[src/hw/scss_pkg.sv]
// package for the system clock source selector: offsets, mode fields, limits, timing
// assumes a 200 MHz core clock and a plain strobe register port
package scss_pkg;

    // register offsets (byte addresses)
    localparam logic [3:0] SCSS_OFF_MODE  = 4'h0;
    localparam logic [3:0] SCSS_OFF_FREQ  = 4'h4;
    localparam logic [3:0] SCSS_OFF_XIN   = 4'h8;
    localparam logic [3:0] SCSS_OFF_STAT  = 4'hC;

    // mode byte fields
    localparam int SCSS_MODE_RESET_BIT = 7;
    localparam int SCSS_MODE_PLL_BIT   = 6;
    localparam int SCSS_MODE_OSC_BIT   = 5;
    localparam int SCSS_MODE_DRV_LSB   = 3;
    localparam int SCSS_MODE_SEL_LSB   = 0;

    // source select codes
    localparam logic [2:0] SCSS_SEL_FAST = 3'h0;
    localparam logic [2:0] SCSS_SEL_SLOW = 3'h1;
    localparam logic [2:0] SCSS_SEL_XIN  = 3'h2;
    localparam logic [2:0] SCSS_SEL_X1   = 3'h3;
    localparam logic [2:0] SCSS_SEL_X2   = 3'h4;
    localparam logic [2:0] SCSS_SEL_X4   = 3'h5;
    localparam logic [2:0] SCSS_SEL_X8   = 3'h6;
    localparam logic [2:0] SCSS_SEL_X16  = 3'h7;

    // crystal drive codes
    localparam logic [1:0] SCSS_DRV_NONE = 2'h0;
    localparam logic [1:0] SCSS_DRV_LOW  = 2'h1;
    localparam logic [1:0] SCSS_DRV_MED  = 2'h2;
    localparam logic [1:0] SCSS_DRV_HIGH = 2'h3;

    // status bits
    localparam int SCSS_STAT_BUSY    = 0;
    localparam int SCSS_STAT_RANGE   = 1;
    localparam int SCSS_STAT_REFUSED = 2;
    localparam int SCSS_STAT_SRC_LSB = 4;

    // reset values
    localparam logic [7:0]  SCSS_MODE_RESET = 8'h00;
    localparam logic [31:0] SCSS_XIN_RESET  = 32'h0000_0000;

    // frequencies in Hz
    localparam logic [31:0] SCSS_FAST_NOM_HZ = 32'h00B7_1B00;
    localparam logic [31:0] SCSS_FAST_MIN_HZ = 32'h007A_1200;
    localparam logic [31:0] SCSS_FAST_MAX_HZ = 32'h0131_2D00;
    localparam logic [31:0] SCSS_SLOW_NOM_HZ = 32'h0000_4E20;
    localparam logic [31:0] SCSS_SLOW_MIN_HZ = 32'h0000_32C8;
    localparam logic [31:0] SCSS_SLOW_MAX_HZ = 32'h0000_80E8;
    localparam logic [31:0] SCSS_XIN_MAX_HZ  = 32'h04C4_B400;
    localparam logic [31:0] SCSS_LOW_MIN_HZ  = 32'h003D_0900;
    localparam logic [31:0] SCSS_LOW_MAX_HZ  = 32'h00F4_2400;
    localparam logic [31:0] SCSS_MED_MIN_HZ  = 32'h007A_1200;
    localparam logic [31:0] SCSS_MED_MAX_HZ  = 32'h01E8_4800;
    localparam logic [31:0] SCSS_HIGH_MIN_HZ = 32'h0131_2D00;
    localparam logic [31:0] SCSS_HIGH_MAX_HZ = 32'h04C4_B400;

    // the pll always runs at sixteen times its reference
    localparam int SCSS_PLL_LOG2 = 4;

    // timing
    localparam int SCSS_CLK_PERIOD_NS  = 5;
    localparam int SCSS_SWITCH_TIME_NS = 75000;
    localparam int SCSS_SWITCH_CYCLES  = SCSS_SWITCH_TIME_NS / SCSS_CLK_PERIOD_NS;

    // frequency word lives in long 0
    localparam logic [1:0] SCSS_FREQ_LONG = 2'h0;

    typedef enum logic [3:0] {
        SCSS_ST_RUN  = 4'b0001,
        SCSS_ST_WAIT = 4'b0010,
        SCSS_ST_SWAP = 4'b0100,
        SCSS_ST_REL  = 4'b1000
    } scss_state_t;

endpackage

[src/hw/scss_word_mem.sv]
// small word memory holding the system frequency word at long 0
// assumes one write and one read port, read data registered
`timescale 1ns/1ps
module scss_word_mem #(
    parameter int DEPTH = 4,
    parameter int AW    = 2
) (
    // clock and reset
    input  wire logic          clock,
    input  wire logic          rst_n,
    // write port
    input  wire logic          we,
    input  wire logic [AW-1:0] waddr,
    input  wire logic [31:0]   wdata,
    // read port
    input  wire logic          re,
    input  wire logic [AW-1:0] raddr,
    output logic      [31:0]   rdata_q
);
    typedef struct packed {
        logic [DEPTH-1:0][31:0] words;
        logic [31:0]            rdata;
    } scss_mem_t;

    scss_mem_t mem_q;
    scss_mem_t mem_d;

    always_comb begin
        mem_d = mem_q;
        if (we) begin
            mem_d.words[waddr] = wdata;
        end
        if (re) begin
            mem_d.rdata = mem_q.words[raddr];
        end
    end

    always_ff @(posedge clock or negedge rst_n) begin
        if (!rst_n) begin
            mem_q <= '0;
        end else begin
            mem_q <= mem_d;
        end
    end

    assign rdata_q = mem_q.rdata;
endmodule

[src/hw/scss_top.sv]
// system clock source selector: mode byte, frequency word, glitch-free source switch
// assumes oscillator and pll levels arrive synchronous to the 200 MHz clock
`timescale 1ns/1ps
module scss_top
    import scss_pkg::*;
#(
    parameter logic [7:0] STARTUP_MODE    = SCSS_MODE_RESET,
    parameter int         SWITCH_CYCLES_P = SCSS_SWITCH_CYCLES
) (
    // clock and reset
    input  wire logic        clock,
    input  wire logic        rst_n,
    // register port
    input  wire logic [3:0]  addr,
    input  wire logic [31:0] wdata,
    input  wire logic        wr,
    input  wire logic        rd,
    output logic      [31:0] rdata,
    // oscillator levels
    input  wire logic        fast_osc_in,
    input  wire logic        slow_osc_in,
    input  wire logic        crystal_input_pin,
    input  wire logic        pll_vco_in,
    // crystal output pin and analog controls
    output logic             crystal_output_pin_o,
    output logic             crystal_output_pin_oe,
    output logic      [1:0]  feedback_load,
    output logic             oscillator_enable_bit,
    output logic             multiplier_enable_bit,
    // system clock
    output logic             sys_clk_out,
    output logic             switch_busy
);
    typedef struct packed {
        scss_state_t st;
        logic [7:0]  mode;
        logic [2:0]  act;
        logic [31:0] xin;
        logic [31:0] cnt;
        logic        hold;
        logic        sysclk;
        logic [3:0]  div;
        logic        vco;
        logic        refused;
        logic        init;
        logic        rd_sel;
        logic [31:0] rdata;
        logic        xo;
    } scss_regs_t;

    scss_regs_t  r_q;
    scss_regs_t  r_d;
    logic        ram_we;
    logic [31:0] ram_wdata;
    logic [31:0] ram_rdata;
    logic [2:0]  new_sel;
    logic        mode_wr;
    logic        range_err;

    function automatic logic [2:0] sel_of(input logic [7:0] m);
        return m[SCSS_MODE_SEL_LSB +: 3];
    endfunction

    function automatic logic [1:0] drv_of(input logic [7:0] m);
        return m[SCSS_MODE_DRV_LSB +: 2];
    endfunction

    // external sources need the oscillator, taps need the pll
    function automatic logic mode_ok(input logic [7:0] m);
        logic [2:0] s;
        s = sel_of(m);
        return !((s >= SCSS_SEL_XIN) && !m[SCSS_MODE_OSC_BIT]) &&
               !((s >= SCSS_SEL_X1) && !m[SCSS_MODE_PLL_BIT]);
    endfunction

    // reported frequency: taps come from the sixteen-times product
    function automatic logic [31:0] freq_of(input logic [2:0] s, input logic [31:0] x);
        logic [35:0] x16;
        x16 = {x, 4'h0};
        unique case (s)
            SCSS_SEL_FAST: return SCSS_FAST_NOM_HZ;
            SCSS_SEL_SLOW: return SCSS_SLOW_NOM_HZ;
            SCSS_SEL_XIN:  return x;
            SCSS_SEL_X1:   return x16[35:4];
            SCSS_SEL_X2:   return x16[34:3];
            SCSS_SEL_X4:   return x16[33:2];
            SCSS_SEL_X8:   return x16[32:1];
            SCSS_SEL_X16:  return x16[31:0];
        endcase
    endfunction

    // level of a source; internal ones never pass through the pll divider
    function automatic logic level_of(input logic [2:0] s, input scss_regs_t r);
        unique case (s)
            SCSS_SEL_FAST: return fast_osc_in;
            SCSS_SEL_SLOW: return slow_osc_in;
            SCSS_SEL_XIN:  return crystal_input_pin;
            SCSS_SEL_X1:   return r.div[3];
            SCSS_SEL_X2:   return r.div[2];
            SCSS_SEL_X4:   return r.div[1];
            SCSS_SEL_X8:   return r.div[0];
            SCSS_SEL_X16:  return r.vco;
        endcase
    endfunction

    always_comb begin
        logic [1:0] d;
        d = drv_of(r_q.mode);
        unique case (sel_of(r_q.mode))
            SCSS_SEL_FAST, SCSS_SEL_SLOW: range_err = 1'b0;
            default: begin
                unique case (d)
                    SCSS_DRV_NONE: range_err = r_q.xin > SCSS_XIN_MAX_HZ;
                    SCSS_DRV_LOW:  range_err = (r_q.xin < SCSS_LOW_MIN_HZ) ||
                                               (r_q.xin > SCSS_LOW_MAX_HZ);
                    SCSS_DRV_MED:  range_err = (r_q.xin < SCSS_MED_MIN_HZ) ||
                                               (r_q.xin > SCSS_MED_MAX_HZ);
                    SCSS_DRV_HIGH: range_err = (r_q.xin < SCSS_HIGH_MIN_HZ) ||
                                               (r_q.xin > SCSS_HIGH_MAX_HZ);
                endcase
            end
        endcase
    end

    assign new_sel = wdata[SCSS_MODE_SEL_LSB +: 3];
    assign mode_wr = wr && (addr == SCSS_OFF_MODE);

    always_comb begin
        r_d       = r_q;
        ram_we    = 1'b0;
        ram_wdata = '0;
        r_d.init  = 1'b0;
        r_d.rd_sel = 1'b0;
        // pll divider steps on each vco rise; taps up to x8 are its bits, x16 is the vco itself
        r_d.vco = pll_vco_in;
        if (pll_vco_in && !r_q.vco) begin
            r_d.div = r_q.div + 4'h1;
        end
        // crystal feedback amplifier: inverted input while a drive level is on
        r_d.xo = !crystal_input_pin;
        // start-up frequency word goes to long 0 on the first cycle
        if (r_q.init) begin
            ram_we    = 1'b1;
            ram_wdata = freq_of(sel_of(STARTUP_MODE), r_q.xin);
        end
        unique case (r_q.st)
            SCSS_ST_RUN: begin
            end
            SCSS_ST_WAIT: begin
                if (r_q.hold && !level_of(r_q.act, r_q)) begin
                    r_d.hold = 1'b0;
                end
                r_d.cnt = r_q.cnt + 32'h1;
                if (r_q.cnt == 32'(SWITCH_CYCLES_P - 1)) begin
                    r_d.st = SCSS_ST_SWAP;
                end
            end
            SCSS_ST_SWAP: begin
                // swap only while the old source is low, then mask the new one
                if (!level_of(r_q.act, r_q)) begin
                    r_d.act  = sel_of(r_q.mode);
                    r_d.hold = 1'b1;
                    r_d.st   = SCSS_ST_REL;
                end
            end
            SCSS_ST_REL: begin
                if (!level_of(r_q.act, r_q)) begin
                    r_d.hold = 1'b0;
                    r_d.st   = SCSS_ST_RUN;
                end
            end
        endcase
        // register writes; refused modes only set the refused flag and leave the rest as it was
        if (mode_wr) begin
            if (mode_ok(wdata[7:0])) begin
                r_d.mode  = wdata[7:0];
                ram_we    = 1'b1;
                ram_wdata = freq_of(new_sel, r_q.xin);
                if (new_sel != r_q.act) begin
                    r_d.st  = SCSS_ST_WAIT;
                    r_d.cnt = '0;
                end else begin
                    r_d.st  = r_q.hold ? SCSS_ST_REL : SCSS_ST_RUN;
                end
            end else begin
                r_d.refused = 1'b1;
            end
        end
        if (wr && (addr == SCSS_OFF_FREQ)) begin
            ram_we    = 1'b1;
            ram_wdata = wdata;
        end
        if (wr && (addr == SCSS_OFF_XIN)) begin
            r_d.xin = wdata;
        end
        // write one clears refused; a new refusal in the same cycle wins
        if (wr && (addr == SCSS_OFF_STAT) && wdata[SCSS_STAT_REFUSED] && !mode_wr) begin
            r_d.refused = 1'b0;
        end
        // the clock is a registered copy of the chosen source, masked by hold
        r_d.sysclk = level_of(r_q.act, r_q) && !r_q.hold;
        // read data, one cycle later
        if (rd) begin
            unique case (addr)
                SCSS_OFF_MODE: r_d.rdata = {24'h0, r_q.mode};
                SCSS_OFF_FREQ: r_d.rd_sel = 1'b1;
                SCSS_OFF_XIN:  r_d.rdata = r_q.xin;
                SCSS_OFF_STAT: begin
                    r_d.rdata = '0;
                    r_d.rdata[SCSS_STAT_BUSY]    = r_q.st != SCSS_ST_RUN;
                    r_d.rdata[SCSS_STAT_RANGE]   = range_err;
                    r_d.rdata[SCSS_STAT_REFUSED] = r_q.refused;
                    r_d.rdata[SCSS_STAT_SRC_LSB +: 3] = r_q.act;
                end
                default:       r_d.rdata = '0;
            endcase
        end
    end

    always_ff @(posedge clock or negedge rst_n) begin
        if (!rst_n) begin
            r_q      <= '0;
            r_q.st   <= SCSS_ST_RUN;
            r_q.mode <= STARTUP_MODE;
            r_q.act  <= STARTUP_MODE[SCSS_MODE_SEL_LSB +: 3];
            r_q.xin  <= SCSS_XIN_RESET;
            r_q.init <= 1'b1;
        end else begin
            r_q <= r_d;
        end
    end

    scss_word_mem #(
        .DEPTH (4),
        .AW    (2)
    ) u_freq_mem (
        .clock   (clock),
        .rst_n   (rst_n),
        .we      (ram_we),
        .waddr   (SCSS_FREQ_LONG),
        .wdata   (ram_wdata),
        .re      (rd && (addr == SCSS_OFF_FREQ)),
        .raddr   (SCSS_FREQ_LONG),
        .rdata_q (ram_rdata)
    );

    // pin drive: off whenever no crystal drive level is chosen
    assign crystal_output_pin_oe = r_q.mode[SCSS_MODE_OSC_BIT] &&
                                   (drv_of(r_q.mode) != SCSS_DRV_NONE);
    assign crystal_output_pin_o  = r_q.xo && crystal_output_pin_oe;
    assign feedback_load         = crystal_output_pin_oe ? drv_of(r_q.mode) : SCSS_DRV_NONE;
    assign oscillator_enable_bit = r_q.mode[SCSS_MODE_OSC_BIT];
    assign multiplier_enable_bit = r_q.mode[SCSS_MODE_PLL_BIT];
    assign sys_clk_out           = r_q.sysclk;
    assign switch_busy           = r_q.st != SCSS_ST_RUN;
    assign rdata                 = r_q.rd_sel ? ram_rdata : r_q.rdata;

    mode_read_a: assert property (@(posedge clock) disable iff (!rst_n)
        (rd && addr == SCSS_OFF_MODE) |=> (rdata == {24'h0, $past(r_q.mode)}))
        else $error("mode read data wrong");
    freq_update_a: assert property (@(posedge clock) disable iff (!rst_n)
        (mode_wr && mode_ok(wdata[7:0])) |=>
        (u_freq_mem.mem_q.words[0] == freq_of($past(new_sel), $past(r_q.xin))))
        else $error("frequency word not updated");
    fast_follow_a: assert property (@(posedge clock) disable iff (!rst_n)
        // the release edge still holds the flops in reset, so it is no follow cycle
        (rst_n && r_q.act == SCSS_SEL_FAST && !r_q.hold) |=>
        (sys_clk_out == $past(fast_osc_in)))
        else $error("fast source not followed");
    slow_follow_a: assert property (@(posedge clock) disable iff (!rst_n)
        (rst_n && r_q.act == SCSS_SEL_SLOW && !r_q.hold) |=>
        (sys_clk_out == $past(slow_osc_in)))
        else $error("slow source not followed");
    xo_quiet_a: assert property (@(posedge clock) disable iff (!rst_n)
        (drv_of(r_q.mode) == SCSS_DRV_NONE) |-> !crystal_output_pin_oe && feedback_load == 2'h0)
        else $error("output pin driven in input mode");
    pll_divider_a: assert property (@(posedge clock) disable iff (!rst_n)
        (pll_vco_in && !r_q.vco) |=> (r_q.div == $past(r_q.div) + 4'h1))
        else $error("pll divider did not step");
    refuse_mode_a: assert property (@(posedge clock) disable iff (!rst_n)
        (mode_wr && !mode_ok(wdata[7:0])) |=> ($stable(r_q.mode) && r_q.refused))
        else $error("invalid mode accepted");
    switch_time_a: assert property (@(posedge clock) disable iff (!rst_n)
        (r_q.st == SCSS_ST_WAIT && r_q.cnt == 32'(SWITCH_CYCLES_P - 1) && !mode_wr)
        |=> (r_q.st == SCSS_ST_SWAP))
        else $error("switch delay wrong");
    glitch_free_a: assert property (@(posedge clock) disable iff (!rst_n)
        $changed(r_q.act) |-> !sys_clk_out ##1 !sys_clk_out)
        else $error("pulse cut during swap");
    startup_word_a: assert property (@(posedge clock) disable iff (!rst_n)
        r_q.init |-> (ram_we && ram_wdata == freq_of(sel_of(STARTUP_MODE), r_q.xin)))
        else $error("start-up frequency not stored");

    switch_done_c: cover property (@(posedge clock) disable iff (!rst_n)
        r_q.st == SCSS_ST_REL ##1 r_q.st == SCSS_ST_RUN);
    pll_mode_c: cover property (@(posedge clock) disable iff (!rst_n)
        r_q.act == SCSS_SEL_X16 && sys_clk_out);
    refused_c: cover property (@(posedge clock) disable iff (!rst_n)
        mode_wr && !mode_ok(wdata[7:0]));
endmodule

[config.mk]
export PLATFORM = sky130hd
export DESIGN_NAME = scss_top
export DESIGN_NICKNAME = d
export VERILOG_FILES = /design/src/hw/scss_pkg.sv /design/src/hw/scss_word_mem.sv /design/src/hw/scss_top.sv
export SDC_FILE = /design/constraint.sdc
export NUM_CORES = 1
export LEC_CHECK = 0
export BUFFER_PORTS_ARGS = -buffer_cell sky130_fd_sc_hd__buf_2
export CORE_MARGIN = 2
export CORE_UTILIZATION = 30
export CTS_CLUSTER_SIZE = 30
export DETAILED_ROUTE_END_ITERATION = 10
export PLACE_DENSITY_LB_ADDON = 0.3
export SETUP_SLACK_MARGIN = 0.3
export SYNTH_ARGS = -nofsm -noshare
export SYNTH_HDL_FRONTEND = slang
export SYNTH_SLANG_ARGS = --single-unit
[constraint.sdc]
create_clock -name clock -period 3.1 [get_ports clock]
set_clock_uncertainty 0.05 [all_clocks]
set_input_delay 0.465 -clock clock [delete_from_list [all_inputs] [get_ports clock]]
set_output_delay 0.465 -clock clock [all_outputs]
set_load 0.05 [all_outputs]
======== After elaboration in Yosys (flattened, before gate mapping) ========
Cells that the tools add are included.
W data, S select, Z words.
operators by class
  add/subtract/negate cells ............... 2
  multipliers ............................. 0
  divide/modulo/power cells ............... 0
  $lt $le $gt $ge ......................... 8
  eq/ne operators ......................... 31
  shift operators ......................... 0
  muxes and demuxes ....................... 39
  bitwise logic cells ..................... 2
  reduce and logical (&&, ||, !) cells .... 42
operator list
  operator                 number
  $mux W32                 8
  $pmux W32 S7             1
  $pmux W32 S4             1
  $mux W33                 1
  $add A32 B1 Y32 const B  1
  $eq A32 B14 Y1 const B   1
  $gt A32 B24 Y1 const B   1
  $gt A32 B25 Y1 const B   1
  $gt A32 B27 Y1 const B   1
  $lt A32 B22 Y1 const B   1
  $lt A32 B23 Y1 const B   1
  $lt A32 B25 Y1 const B   1
  $eq A3 B3 Y1 const B     8
  $mux W12                 2
  $mux W24                 1
  $mux W4                  5
  $logic_and A1 B1 Y1      15
  $mux W1                  15
  $eq A3 B2 Y1 const B     4
  $eq A4 B4 Y1 const B     3
  $pmux W4 S3              1
  $eq A3 B1 Y1 const B     3
  $logic_not A1 Y1         9
  $logic_not A3 Y1         3
  other kinds (23)         36
storage, ports and cells
  bits in registers ....................... 186
  latch bits .............................. 0
  memory bits (writable) .................. 0
  bits in read-only memories .............. 0
  input bits .............................. 44
  output and inout bits ................... 40
  logic and storage cells ................. 140
  memories ................................ 0

======== Logic depth before layout (Yosys ltp) ========
  depth in word-level cells ............... 7
  depth in mapped cells ................... 8
  mapped depth without buffers ............ 5

======== Hierarchy ========
From an unflattened synthesis, not the netlist that was laid out.
unflattened totals
  cell total of the unflattened synthesis .. 1,341
  area total of the unflattened synthesis .. 14,719.1 um^2
modules (own cells, without submodules)
  module         instances  cells an instance  area each (um^2)  seq. area each (um^2)
  scss_top       1          859                7,728.7           3,055.4
  scss_word_mem  1          482                6,990.5           4,003.8

======== Worst setup path before layout ========
Ideal clock, no wire load.
  kind .................................... reg-to-output
  from .................................... register r_q, in the netlist oscillator_enable_bit
  to ...................................... output crystal_output_pin_o
  arrival ................................. 2.004 ns
  required time ........................... 2.585 ns
  path slack .............................. 0.581 ns
  stages on the path, launching flop included .. 3
  buffers on the path ..................... 0
  cells stage by stage .................... dfrtp_1 -> nor2b_1 -> and2_1
between the ends
  cells in the longest elaborated chain, start to end .. 2
ends and longest elaborated chain
  what                             line             RTL
  from (decl)                      scss_top.sv:51   scss_regs_t r_q;
  from (signal assigned)           scss_top.sv:229  r_q <= r_d;
  $logic_and A1 B1 Y1              scss_top.sv:248  assign crystal_output_pin_oe = r_q.mode[SCSS_MODE_OSC_BIT] &&
  named net crystal_output_pin_oe  scss_top.sv:26   output logic crystal_output_pin_oe,
  $logic_and A1 B1 Y1              scss_top.sv:250  assign crystal_output_pin_o = r_q.xo && crystal_output_pin_oe;
  to (decl)                        scss_top.sv:25   output logic crystal_output_pin_o,
The timed path passes the listed nets, and every way through them passes these cells.

======== Final worst setup path ========
  from .................................... register r_q[118] (netlist bit)
  to ...................................... output switch_busy
between the ends
  cells in the longest elaborated chain, start to end .. 1
ends and longest elaborated chain
  what          line             RTL
  $ne A4 B1 Y1  scss_top.sv:255  assign switch_busy = r_q.st != SCSS_ST_RUN;
  to (decl)     scss_top.sv:32   output logic switch_busy
No other way between the ends.

==> flow_metrics.env <==
export IMPL_status="finished with violations"
export IMPL_violations="hold timing"
export IMPL_ys_warn_count=0
export IMPL_timing_reg2reg_setup_slack_ns=0.73
export IMPL_finalSetupViolations=0
export IMPL_preCtsSetupSlack_ns=0.455
export IMPL_final_setup_tns_ns=0
export IMPL_vias=7892
export IMPL_grt_pass1_wl_um=45200
export IMPL_p_leak_nw=5.02
export IMPL_start_kind="flip-flop"
export IMPL_cts_setup_buffers=0
export IMPL_hp_class="in2async"
export IMPL_drive_gt1_share_pct=23.6
export IMPL_vdd_ir_drop_worst_uv=365
export IMPL_cp_end_kind="output port"
export IMPL_crit_fanout=7
export IMPL_yosysSeqAreaShare_pct=46.4
export IMPL_first_iter_violations=700
export IMPL_clkSinkCount=186
export IMPL_final_util_pct=35.1
export IMPL_drt_wirelength_per_cell_um=18.6
export IMPL_fp_dieW_um=187
export IMPL_power_total_mw=7.35
export IMPL_global_route_usage_met3_pct=2.93
export IMPL_grt_overflow=0
export IMPL_power_density_nw_per_um2=639
export IMPL_final_area_um2=11500
export IMPL_arrival_ns=2.00
export IMPL_fin_cells=1497
export IMPL_synthArstFlopShare_pct=100
export IMPL_maxClockFrequency_mhz=398
export IMPL_place_congestion=0.882
export IMPL_cts_clk_slew_worst_paths_ns=0.07
export IMPL_slew_violations=0
export IMPL_syn_inst=1000
export IMPL_synth_edf_count=0
export IMPL_syn2layout_area_growth_pct=14.7
export IMPL_dpl_instance_area_um2=10900
export IMPL_drc=0
export IMPL_grt_pass1_vias=7757
export IMPL_worstSkewPairLatency_ns=0.44
export IMPL_core_area_um2=32800
export IMPL_clockBufferDepth=2
export IMPL_initial_core_util_pct=30.6
export IMPL_post_cts_resized=0
export IMPL_die_area_um2=34900
export IMPL_cts_root_buf="clkbuf_16"
export IMPL_use_met1_pct=23.8
export IMPL_cts_tree="yes"
export IMPL_hold_viol_final=8
export IMPL_synth_cell_types=70
export IMPL_drv_cap=0
export IMPL_critical_path_max_stage_delay_ns=0.68
export IMPL_vias_per_cell=5.27
export IMPL_min_period_ns=2.51
export IMPL_critPathKind="reg2out"
export IMPL_grt_max_degree=73
export IMPL_wl_um=27900
export IMPL_ys_seq_elements=186
export IMPL_setup_slack_ns=0.587
export IMPL_fin_crit_sh_pct=81.1
export IMPL_syn_avg_cell_area_um2=10.0
export IMPL_grt_use_total_pct=16.3
export IMPL_top_usage_layer="met2"
export IMPL_worst_slew_pin_slew_ns=1.17
export IMPL_placed_cells=1464
export IMPL_cts_hold_buf=0
export IMPL_rr_endpoint="r_q[2]$_DFFE_PN0P_"
export IMPL_syn_area_um2=10000
export IMPL_synth_nets=1046
export IMPL_io_buffers=83
export IMPL_cp_cell_sequence="or4b_2, buf_2"
export IMPL_ioPinCount=84
export IMPL_antenna_found_initial=4
export IMPL_r2r_start="r_q[89]$_DFFE_PN0P_"
export IMPL_row_count=66
export IMPL_reg2reg_depth=5
export IMPL_antenna_left=0
export IMPL_critPathRequiredTime_ns=2.58
export IMPL_synth_flop_cell="dfrtp_1"
export IMPL_max_slew_margin_pct=21.5
export IMPL_slowest_stage="or4b_2"
export IMPL_fp_dieH_um=187
export IMPL_cts_made_buffers=17
export IMPL_met2_usage_pct=24.6
export IMPL_htreeDepth=4
export IMPL_dp_hpwl_um=18800
export IMPL_nets=1087
export IMPL_fillerInstances=3367
export IMPL_rsz0062_at_grt="no"
export IMPL_first_pass_iters=5
export IMPL_fin_hold_ws_ns=-0.0281
## where the power goes
part           internal (mW)  total, mW  switching, mW
clock                   1.31       2.31           1.00
sequential              2.86       3.55          0.695
combinational          0.703       1.49          0.787
total                   4.87       7.35           2.48
## registers in the layout (all words and copies together), names as in the netlist
| name | count |
|---|---|
| u_freq_mem.rdata_q | 32 |
| multiplier_enable_bit | 1 |
| u_freq_mem.mem_q | 32 |
| sys_clk_out | 1 |
| r_q | 119 |
| oscillator_enable_bit | 1 |
## cells by family after synthesis
logic type,after synthesis,synth area share [%]
simple gates,353,17.7
compound gates,211,14.6
flops,186,46.4
mux,120,14.6
buf+inv,100,4.16
xor+xnor,27,2.36
fa+ha+maj,2,0.249
other cells,1,0.0374
## layer usage
metal | routed length (µm) | up-vias
met5 | 31 | -
met4 | 313 | 6
met3 | 1180 | 23
met2 | 12600 | 171
met1 | 13800 | 3949
li1 | - | 3743
## cell usage after synthesis (all sizes together), types with 8 or more instances
| master | n | area share, % |
|---|---|---|
| a21oi | 46 | 2.3 |
| a221o | 16 | 1.6 |
| a221oi | 10 | 0.87 |
| a22o | 30 | 2.6 |
| and3 | 15 | 0.95 |
| buf | 31 | 1.6 |
| clkbuf | 52 | 1.9 |
| dfrtp | 184 | 46 |
| inv | 16 | 0.60 |
| mux2 | 88 | 9.9 |
| mux2i | 20 | 2.0 |
| mux4 | 12 | 2.7 |
| nand2 | 129 | 4.8 |
| nand3 | 27 | 1.3 |
| nand3b | 10 | 0.75 |
| nand4 | 17 | 1.1 |
| nor2 | 63 | 2.4 |
| nor3 | 29 | 1.5 |
| nor4 | 11 | 0.75 |
| nor4b | 8 | 0.85 |
| o21ai | 48 | 2.4 |
| o31ai | 18 | 1.3 |
| xnor2 | 8 | 0.70 |
| xor2 | 19 | 1.7 |
## worst max path at each step
stage | endpoint | depth (start not counted) | start | slack, ns
final | switch_busy | 2 | r_q[118]$_DFF_PN1_ | 0.59
after global placement | u_freq_mem.mem_q[56]$_DFFE_PN0P_ | 6 | wdata[0] | 0.60
after floorplan | crystal_output_pin_o | 2 | oscillator_enable_bit$_DFFE_PN0P_ | 0.58
after CTS | switch_busy | 2 | r_q[118]$_DFF_PN1_ | 0.55
after detailed placement | u_freq_mem.mem_q[54]$_DFFE_PN0P_ | 6 | wdata[0] | 0.46
after global routing | r_q[71]$_DFF_PN0_ | 5 | r_q[46]$_DFF_PN0_ | 0.52
## cell usage in the layout, fill, tap and decap left out, types with 12 or more instances in the layout
master | netlist | routed
nand2_1 | 129 | 129
buf_2 | 25 | 82
o21ai_0 | 46 | 46
dfrtp_1 | 184 | 184
nand3_1 | 27 | 27
mux4_2 | 12 | 12
and3_1 | 14 | 14
mux2_2 | 85 | 85
inv_1 | 16 | 16
a221o_1 | 16 | 16
buf_4 | 1 | 18
clkbuf_16 | 0 | 17
o31ai_1 | 18 | 18
a22o_1 | 30 | 30
nand4_1 | 16 | 16
mux2i_1 | 20 | 20
xor2_1 | 19 | 19
nor3_1 | 27 | 26
nor2_1 | 63 | 62
a21oi_1 | 46 | 46
## cell type report
class                      instances  area, µm²  area share (%)
multi-input combinational        714       4980            43.3
clock inverter                    11        163            1.41
tap                              442        553            4.80
timing repair buffer             105        639            5.55
inverter                          17       63.8           0.554
antenna                            1       2.50          0.0217
clock buffer                      21        450            3.91
sequential                       186       4660            40.4
## worst max-delay path, delay by kind of cell, from the launching register on
kind	cells	cell delay [ns]
flops	1	0.62
simple gates	1	0.68
buf+inv	1	0.25
Power figures use the tool's default switching activity.
